===== config.mk =====
export PLATFORM = sky130hd
export DESIGN_NAME = fsoc_top
export DESIGN_NICKNAME = d
export VERILOG_FILES = /design/src/shared/fsoc_pkg.sv /design/src/verilog/fsoc_top.sv
export VERILOG_INCLUDE_DIRS = /design/src /design/src/shared
export SDC_FILE = /design/constraint.sdc
export NUM_CORES = 1
export LEC_CHECK = 0
export BUFFER_PORTS_ARGS = -buffer_cell sky130_fd_sc_hd__buf_2
export CELL_PAD_IN_SITES_DETAIL_PLACEMENT = 0
export CELL_PAD_IN_SITES_GLOBAL_PLACEMENT = 2
export CORE_MARGIN = 4
export CORE_UTILIZATION = 27
export DETAILED_ROUTE_END_ITERATION = 12
export GPL_TIMING_DRIVEN = 0
export PLACE_DENSITY_LB_ADDON = 0.1
export SLEW_MARGIN = 20
export SYNTH_ARGS = -nofsm -noshare
export SYNTH_HDL_FRONTEND = slang
export SYNTH_SLANG_ARGS = --single-unit

===== constraint.sdc =====
create_clock -name REF_CLK -period 6.2 [get_ports REF_CLK]
set_clock_uncertainty 0.2 [all_clocks]
set_input_delay 0 -clock REF_CLK [delete_from_list [all_inputs] [get_ports REF_CLK]]
set_output_delay 0 -clock REF_CLK [all_outputs]
set_load 0.01 [all_outputs]

===== src/shared/fsoc_regs.svh =====
`ifndef FSOC_REGS_SVH
`define FSOC_REGS_SVH

// Register indices; the byte address is four times the index.
`define FSOC_IDX_PULSE_CFG 10'h07A
`define FSOC_IDX_PHASE_CFG 10'h07B
`define FSOC_IDX_STATUS 10'h07E
`define FSOC_ADDR_PULSE_CFG 12'h1E8
`define FSOC_ADDR_PHASE_CFG 12'h1EC
`define FSOC_ADDR_STATUS 12'h1F8

`define FSOC_PULSE_CFG_RST 8'h00
`define FSOC_PHASE_CFG_RST 8'h00
`define FSOC_PULSE_CFG_MASK 8'h8F
`define FSOC_PHASE_CFG_MASK 8'hC3

// Field positions in the pulse configuration register.
`define FSOC_BIT_MF_PULSE 0
`define FSOC_BIT_MF_INVERT 1
`define FSOC_BIT_FR_PULSE 2
`define FSOC_BIT_FR_INVERT 3
`define FSOC_BIT_FROM_ALT 7

// Field positions in the phase configuration register.
`define FSOC_BIT_OFFSET_LO 0
`define FSOC_BIT_OFFSET_HI 1
`define FSOC_BIT_FAST_SAMPLE 6
`define FSOC_BIT_INDEPENDENT 7

// Taps of the sample delay line, in half unit intervals.
`define FSOC_TAP_EARLY 3'h1
`define FSOC_TAP_TARGET 3'h2
`define FSOC_TAP_HALF_LATE 3'h3
`define FSOC_TAP_ONE_LATE 3'h4
`define FSOC_DELAY_DEPTH 5

// Half frame periods in one multiframe period.
`define FSOC_HALVES_PER_MF 8

`endif


===== src/shared/fsoc_pkg.sv =====
package fsoc_pkg;

    typedef enum logic [1:0] {
        FSOC_RATE_6M48 = 2'b00,
        FSOC_RATE_19M44 = 2'b01,
        FSOC_RATE_38M88 = 2'b10
    } fsoc_rate_t;

    typedef enum logic [1:0] {
        FSOC_OFS_TARGET = 2'b00,
        FSOC_OFS_HALF_EARLY = 2'b01,
        FSOC_OFS_ONE_LATE = 2'b10,
        FSOC_OFS_HALF_LATE = 2'b11
    } fsoc_offset_t;

    typedef struct packed {
        logic sync_level;
        logic pulse_blocked;
        fsoc_rate_t rate;
    } fsoc_status_t;

endpackage : fsoc_pkg


===== src/verilog/fsoc_top.sv =====
// Notes on behaviour
// - Multiframe output is a 50:50 square wave, or pulses when pulse mode is set.
// - Pulse mode only works with clock output three enabled; else square wave.
// - Each pulse lasts exactly one period of clock output three.
// - Independence clear: sync realignment also realigns the other output clocks.
// - Independence set: sync outputs realign alone, other clocks undisturbed.
// - Fast sampling set: sync input sampled with a 19.44 or 38.88 MHz reference.
// - Fast sampling uses 19.44 MHz if current reference is 19.44, else 38.88.
// - Offset field shifts sampling: on target, half early, one late, half late.
//
// Local design decision: the APB slave port.
`timescale 1ns/10ps
`include "fsoc_regs.svh"

module fsoc_top (
    input wire logic REF_CLK, // System clock, 125 MHz.
    input wire logic RESET, // Synchronous reset, active high.
    input wire logic PSEL, // APB select.
    input wire logic PENABLE, // APB access phase.
    input wire logic PWRITE, // APB direction, high for write.
    input wire logic [11:0] PADDR, // APB byte address.
    input wire logic [31:0] PWDATA, // APB write data.
    output logic [31:0] PRDATA, // APB read data.
    output logic PREADY, // APB ready.
    output logic PSLVERR, // APB error on unmapped address.
    input wire logic [2:0] HALF_UI_STB, // Half unit interval strobes: 6.48, 19.44, 38.88 MHz.
    input wire logic REF_IS_19M44, // Current input reference is 19.44 MHz, asynchronous.
    input wire logic EXTERNAL_SYNC_INPUT, // External 2 kHz sync, asynchronous.
    input wire logic FRAME_HALF_TICK, // Strobe at each half of the 8 kHz frame period.
    input wire logic CLK3_EDGE, // Strobe once per period of clock output three.
    input wire logic CLK3_ENABLED, // Clock output three is enabled.
    output logic FRAME_SYNC_OUT, // 8 kHz frame sync.
    output logic MULTIFRAME_SYNC_OUT, // 2 kHz multiframe sync.
    output logic ALIGN_OTHER_CLOCKS, // One-cycle request to realign the other output clocks.
    output logic [1:0] SAMPLE_RATE_SEL // Selected sampling rate code.
);

    logic [7:0] pulse_cfg_r;
    logic [7:0] phase_cfg_r;
    logic pready_r;
    logic pslverr_r;
    logic [31:0] prdata_r;
    logic [2:0] ref_sync_r;
    logic [2:0] ext_sync_r;
    logic ref_19m44_r;
    logic ext_level_r;
    logic [`FSOC_DELAY_DEPTH-1:0] delay_line_r;
    logic sampled_r;
    logic [2:0] half_cnt_r;
    logic fr_pending_r;
    logic mf_pending_r;
    logic fr_pulse_r;
    logic mf_pulse_r;
    logic frame_out_r;
    logic mf_out_r;
    logic align_r;
    fsoc_pkg::fsoc_rate_t rate_r;

    wire access_w = PSEL && PENABLE;
    wire done_w = access_w && pready_r;
    wire hit_pulse_w = (PADDR == `FSOC_ADDR_PULSE_CFG);
    wire hit_phase_w = (PADDR == `FSOC_ADDR_PHASE_CFG);
    wire hit_status_w = (PADDR == `FSOC_ADDR_STATUS);
    wire mapped_w = hit_pulse_w || hit_phase_w || hit_status_w;
    wire wr_pulse_w = done_w && PWRITE && hit_pulse_w;
    wire wr_phase_w = done_w && PWRITE && hit_phase_w;

    wire mf_pulse_mode_w = pulse_cfg_r[`FSOC_BIT_MF_PULSE];
    wire fr_pulse_mode_w = pulse_cfg_r[`FSOC_BIT_FR_PULSE];
    wire independent_w = phase_cfg_r[`FSOC_BIT_INDEPENDENT];
    wire fast_sample_w = phase_cfg_r[`FSOC_BIT_FAST_SAMPLE];
    wire [1:0] offset_w = phase_cfg_r[`FSOC_BIT_OFFSET_HI:`FSOC_BIT_OFFSET_LO];

    wire fsoc_pkg::fsoc_rate_t rate_nxt = !fast_sample_w ? fsoc_pkg::FSOC_RATE_6M48 :
        (ref_19m44_r ? fsoc_pkg::FSOC_RATE_19M44 : fsoc_pkg::FSOC_RATE_38M88);
    wire sample_stb_w = HALF_UI_STB[rate_r];

    // The five-stage delay line lets the offset move sampling before and after target;
    // the early tap exists only because target itself sits two strobes deep.
    // sampling offset tap
    wire [2:0] tap_w = (offset_w == fsoc_pkg::FSOC_OFS_HALF_EARLY) ? `FSOC_TAP_EARLY :
        (offset_w == fsoc_pkg::FSOC_OFS_ONE_LATE) ? `FSOC_TAP_ONE_LATE :
        (offset_w == fsoc_pkg::FSOC_OFS_HALF_LATE) ? `FSOC_TAP_HALF_LATE : `FSOC_TAP_TARGET;
    wire tapped_w = delay_line_r[tap_w];
    wire sync_event_w = sample_stb_w && tapped_w && !sampled_r;

    // A sync event restarts the multiframe at half zero.
    // A half tick that meets a sync event is dropped, since the restart supersedes it.
    wire [2:0] half_nxt = sync_event_w ? 3'h0 :
        (FRAME_HALF_TICK ? half_cnt_r + 3'h1 : half_cnt_r);
    wire mf_start_w = (sync_event_w || FRAME_HALF_TICK) && (half_nxt == 3'h0);
    wire fr_start_w = (sync_event_w || FRAME_HALF_TICK) && !half_nxt[0];

    // Without clock three there is no width to borrow for a pulse, so the output falls back
    // to the square wave and the status register shows the blocked request.
    // pulse needs clock three
    wire mf_pulsed_w = mf_pulse_mode_w && CLK3_ENABLED;
    wire fr_pulsed_w = fr_pulse_mode_w && CLK3_ENABLED;

    wire mf_level_w = mf_pulsed_w ? mf_pulse_r : !half_cnt_r[2];
    wire fr_level_w = fr_pulsed_w ? fr_pulse_r : !half_cnt_r[0];

    fsoc_pkg::fsoc_status_t status_w;
    assign status_w = '{sync_level: sampled_r, pulse_blocked: (mf_pulse_mode_w || fr_pulse_mode_w) && !CLK3_ENABLED,
        rate: rate_r};

    // Read data is forced to zero outside the answer cycle, so no stale byte lingers on the bus.
    wire [7:0] rd_byte_w = hit_pulse_w ? pulse_cfg_r : hit_phase_w ? phase_cfg_r :
        hit_status_w ? {4'h0, status_w} : 8'h00;

    always_ff @(posedge REF_CLK) begin
        if (RESET) begin
            pready_r <= 1'b0;
            pslverr_r <= 1'b0;
            prdata_r <= 32'h00000000;
        end else begin
            // One wait state: ready rises in the second access cycle.
            pready_r <= access_w && !pready_r;
            pslverr_r <= access_w && !pready_r && !mapped_w;
            prdata_r <= (access_w && !pready_r && !PWRITE) ? {24'h000000, rd_byte_w} : 32'h00000000;
        end
    end

    always_ff @(posedge REF_CLK) begin
        if (RESET) begin
            pulse_cfg_r <= `FSOC_PULSE_CFG_RST;
            phase_cfg_r <= `FSOC_PHASE_CFG_RST;
        end else begin
            if (wr_pulse_w) begin
                pulse_cfg_r <= PWDATA[7:0] & `FSOC_PULSE_CFG_MASK;
            end
            if (wr_phase_w) begin
                phase_cfg_r <= PWDATA[7:0] & `FSOC_PHASE_CFG_MASK;
            end
        end
    end

    // A level is accepted only once the second and third stages agree.
    always_ff @(posedge REF_CLK) begin
        if (RESET) begin
            ref_sync_r <= 3'h0;
            ext_sync_r <= 3'h0;
            ref_19m44_r <= 1'b0;
            ext_level_r <= 1'b0;
        end else begin
            ref_sync_r <= {ref_sync_r[1:0], REF_IS_19M44};
            ext_sync_r <= {ext_sync_r[1:0], EXTERNAL_SYNC_INPUT};
            if (ref_sync_r[1] == ref_sync_r[2]) begin
                ref_19m44_r <= ref_sync_r[2];
            end
            if (ext_sync_r[1] == ext_sync_r[2]) begin
                ext_level_r <= ext_sync_r[2];
            end
        end
    end

    always_ff @(posedge REF_CLK) begin
        if (RESET) begin
            rate_r <= fsoc_pkg::FSOC_RATE_6M48;
            delay_line_r <= '0;
            sampled_r <= 1'b0;
        end else begin
            rate_r <= rate_nxt;
            if (sample_stb_w) begin
                delay_line_r <= {delay_line_r[`FSOC_DELAY_DEPTH-2:0], ext_level_r};
                sampled_r <= tapped_w;
            end
        end
    end

    // A boundary only arms the pulse; the next clock-three edge raises it and the one after
    // lowers it, so the width is always one whole clock-three period.
    // The pulse logic runs in every mode, so a switch into pulse mode may show a pulse at once.
    // pulse width of clock three
    always_ff @(posedge REF_CLK) begin
        if (RESET) begin
            half_cnt_r <= 3'h0;
            fr_pending_r <= 1'b0;
            mf_pending_r <= 1'b0;
            fr_pulse_r <= 1'b0;
            mf_pulse_r <= 1'b0;
        end else begin
            half_cnt_r <= half_nxt;
            if (mf_start_w) begin
                mf_pending_r <= 1'b1;
            end else if (CLK3_EDGE) begin
                mf_pending_r <= 1'b0;
            end
            if (fr_start_w) begin
                fr_pending_r <= 1'b1;
            end else if (CLK3_EDGE) begin
                fr_pending_r <= 1'b0;
            end
            if (CLK3_EDGE) begin
                mf_pulse_r <= mf_pending_r;
                fr_pulse_r <= fr_pending_r;
            end
        end
    end

    always_ff @(posedge REF_CLK) begin
        if (RESET) begin
            frame_out_r <= 1'b0;
            mf_out_r <= 1'b0;
            align_r <= 1'b0;
        end else begin
            frame_out_r <= fr_level_w ^ pulse_cfg_r[`FSOC_BIT_FR_INVERT];
            mf_out_r <= mf_level_w ^ pulse_cfg_r[`FSOC_BIT_MF_INVERT];
            // Independent outputs never disturb the other clocks, at the cost of no shared phase.
            // realign others only when tied
            align_r <= sync_event_w && !independent_w;
        end
    end

    assign PRDATA = prdata_r;
    assign PREADY = pready_r;
    assign PSLVERR = pslverr_r;
    assign FRAME_SYNC_OUT = frame_out_r;
    assign MULTIFRAME_SYNC_OUT = mf_out_r;
    assign ALIGN_OTHER_CLOCKS = align_r;
    assign SAMPLE_RATE_SEL = rate_r;

endmodule : fsoc_top


==> results.md <==
- Status: finished, violations left
- Failing checks: negative hold slack
- Placed Cells incl. Taps: 369
- Critical Path AT: 3.41 ns
- Area grow syn2layout: 40.2%
- Worst slack at placement: 3.67 ns
- Final Non-Filler Cells: 405
- Gr ovfl total: 0
- Reg area: 861 um^2
- Ys async rst share: 0%
- Setup ws final: 2.84 ns
- CP endpoint: PRDATA[2]
- PostCTS Resize Cnt: 0
- Vias in the first global route: 1560
- RSZ-0062 raised after global routing: false
- Maxcap violations: 0
- Crit path from: PADDR[9]
- Worst hold margin: -0.000920 ns
- Initial antenna violation count: 0
- Full die area: 0.00870 mm^2
- HPWL after detailed placement: 3320 um
- HP Class: input port to register
- Top Layer Used: met4
- Final Hold Viols: 1
- Leakage power: 1.26 nW
- Largest net degree at the start of global routing: 14
- Nets: 369
- Slew Viols, Final: 0
- Ant diodes: 0
- Number of synthesized flops with an enable pin: 0
- Clk Latency, worst-skew pair: 0.29 ns
- Total GRT Usage: 10.7%
- Synthesized area per cell: 9.53 um^2
- Final Critical Period: 3.36 ns
- Final Cycle Share: 54.3%
- CTS tree: done
- Initial DRC count: 33
- Fill cells: 732
- Cell Rows: 30
- Top cell type's share of synthesized area: 43.8%
- Max Fclk: 297 MHz
- Critical path capture point type: register
- Initial Util: 28.3%
- Metal-1 WL: 2100 um
- Register area share after synthesis: 43.8%
- Share of layout cells above drive strength 1: 25.9%
- Htree depth: 2
- PortBufs: 42
- Reg2reg start: PREADY
- Die X: 93.3 um
- Drt pass-1 iters: 4
- Post-Route WL: 4460 um
- Multi-input gate area: 958 um^2
- Power density over cell area: 192 mW/mm^2
- Met3 WL post-DR: 208 um
- Clock transition at path regs: 0.08 ns
- Root Buffer: clkbuf_8
- Metal2 WL: 2100 um
- Yosys top cell by area: dfxtp_1
- DRC viols: 0
- Setup crit start kind: input port
- Setup CP Type: input port to register
- First-pass GRT wire length: 7310 um
- Top cells by area, synth: dfxtp_1 (44%), mux2i_1 (12%), buf_4 (9.9%), nand2b_1 (5.4%), nor2_1 (3.4%)
- Max-Slew Margin vs Limit: 34.4%
- #FFs+latches synth: 43
- Crit-path max FO: 2
- Crit path required time: 6.24 ns
- Clock Tree Buf Depth: 2
- TritonCTS Sinks: 43
- DR vias: 1592
- Post-layout util: 39.6%
- Synth Cell Area: 0.00196 mm^2
- Most common flop cell mapped by yosys: dfxtp_1
- Core Box Area: 0.00694 mm^2
- Distinct cells, synth: 38
- R2R Setup Slk: 3.65 ns
- IO Pins: 96
- Syn Inst Count: 206
- Setup TNS: 0 ns
- Reg2Reg Depth: 6
- Total CTS buffers: 5
- Final setup violating endpoints: 0
- Vias/cell: 3.93
- RD Place Congestion: 0.712
- Die Height: 93.3 um
- Syn. warnings: 0
- Wire per inst: 11.0 um
- Hold Path Stages: 2
- Post-route ant nets: 0
- Reg2reg end: PRDATA[2]
- Max IR drop VDD: 0.0000816 V
- Slew of the pin with the lowest slew margin: 0.985 ns
-- per-stage QoR --
step,cell area [um^2],total power [mW],hold slack [ns]
floorplan,2060,0.331,-0.100
global placement,2390,0.349,0.00712
detailed placement,2390,0.349,0.0152
CTS,2750,0.540,0.00106
global route,2750,0.560,0.0513
finish,2750,0.529,-0.000920
-- layout by cell type, fill, tap and decap left out, types with 2 or more instances in the layout --
cell type / synthesis / final
conb_1: 1 / 26
a21oi_1: 10 / 10
nand2b_1: 17 / 17
nor2_1: 18 / 18
nand2_1: 8 / 8
nand4b_1: 2 / 2
a31oi_1: 2 / 2
dlygate4sd3_1: 0 / 28
clkbuf_8: 0 / 5
nor4_1: 2 / 2
inv_1: 5 / 5
buf_4: 26 / 26
xor2_1: 4 / 4
dfxtp_1: 43 / 43
mux2i_1: 23 / 23
clkbuf_1: 5 / 6
a211oi_1: 2 / 2
nor2b_1: 7 / 7
o21ai_0: 2 / 2
nor3_1: 6 / 6
ha_1: 4 / 4
buf_2: 1 / 43
-- routing by layer --
layer  GRT usage (%)  vias up
li1                -      850
met2            17.6       33
met5               0        -
met4            4.03        0
met1            13.5      704
met3            2.74        5
-- power breakdown --
part | internal [mW] | leakage [nW] | total [mW] | switching [mW]
logic | 0.0389 | 0.870 | 0.0688 | 0.0299
registers | 0.282 | 0.349 | 0.285 | 0.00314
clock network | 0.0789 | 0.0412 | 0.175 | 0.0962
-- how the worst min path moves through the flow --
stage | from | endpoint | slack [ns]
2_1_floorplan | CLK3_ENABLED | PRDATA[2] | -0.10
3_3_place_gp | EXTERNAL_SYNC_INPUT | ext_sync_r[0] | 0.007
3_5_place_dp | EXTERNAL_SYNC_INPUT | ext_sync_r[0] | 0.02
4_1_cts | PADDR[5] | PSLVERR | 0.001
5_1_grt | PADDR[6] | PSLVERR | 0.05
6_report | PADDR[4] | PRDATA[7] | -0.0009
-- worst max-delay path: stages --
cell	delay [ns]
dlygate4sd3_1	0.53
buf_2	0.11
or3b_1	0.35
dlygate4sd3_1	0.57
nor4_1	0.32
dlygate4sd3_1	0.65
nand2b_1	0.09
a211oi_1	0.21
dlygate4sd3_1	0.56
-- timing repair --
action | in CTS | in global routing
endpoints found under the hold margin | 28 | 0
hold buffers | 28 | 0
buffers inserted | 0 | 0
-- cell families after synthesis --
logic type / after synthesis / share of synthesized area [%]
compound gates: 20 / 5.93
xor+xnor: 5 / 2.23
fa+ha+maj: 4 / 2.55
buf+inv: 37 / 12.1
flops: 43 / 43.8
mux: 24 / 12.3
other cells: 1 / 0.191
simple gates: 72 / 20.8
-- state kept, by name, summed over array words and instances (netlist names) --
register and cells:
PRDATA 6, mf_pending_r 1, sampled_r 1, ref_19m44_r 1, pulse_cfg_r 5, PSLVERR 1
ext_sync_r 3, mf_pulse_r 1, SAMPLE_RATE_SEL 2, half_cnt_r 3, phase_cfg_r 4, fr_pulse_r 1
ext_level_r 1, ALIGN_OTHER_CLOCKS 1, ref_sync_r 3, FRAME_SYNC_OUT 1, delay_line_r 5, fr_pending_r 1
MULTIFRAME_SYNC_OUT 1, PREADY 1
-- layout make-up --
cell class	count	area share (%)
buffer	32	7.95
clock buffer	6	2.64
clock inverter	2	0.455
inverter	5	0.682
multi-input combinational	151	34.8
sequential	43	31.3
tap	96	4.36
timing repair buffer	70	17.8
-- cells in the mapped netlist, types with 4 or more instances --
cell,n
dfxtp_1,43
nor3_1,6
nand2_1,8
nor2b_1,7
ha_1,4
xor2_1,4
mux2i_1,23
buf_4,26
nor2_1,18
clkbuf_1,5
a21oi_1,10
inv_1,5
nand2b_1,17
Note: power is estimated with default switching activity, not from simulation.
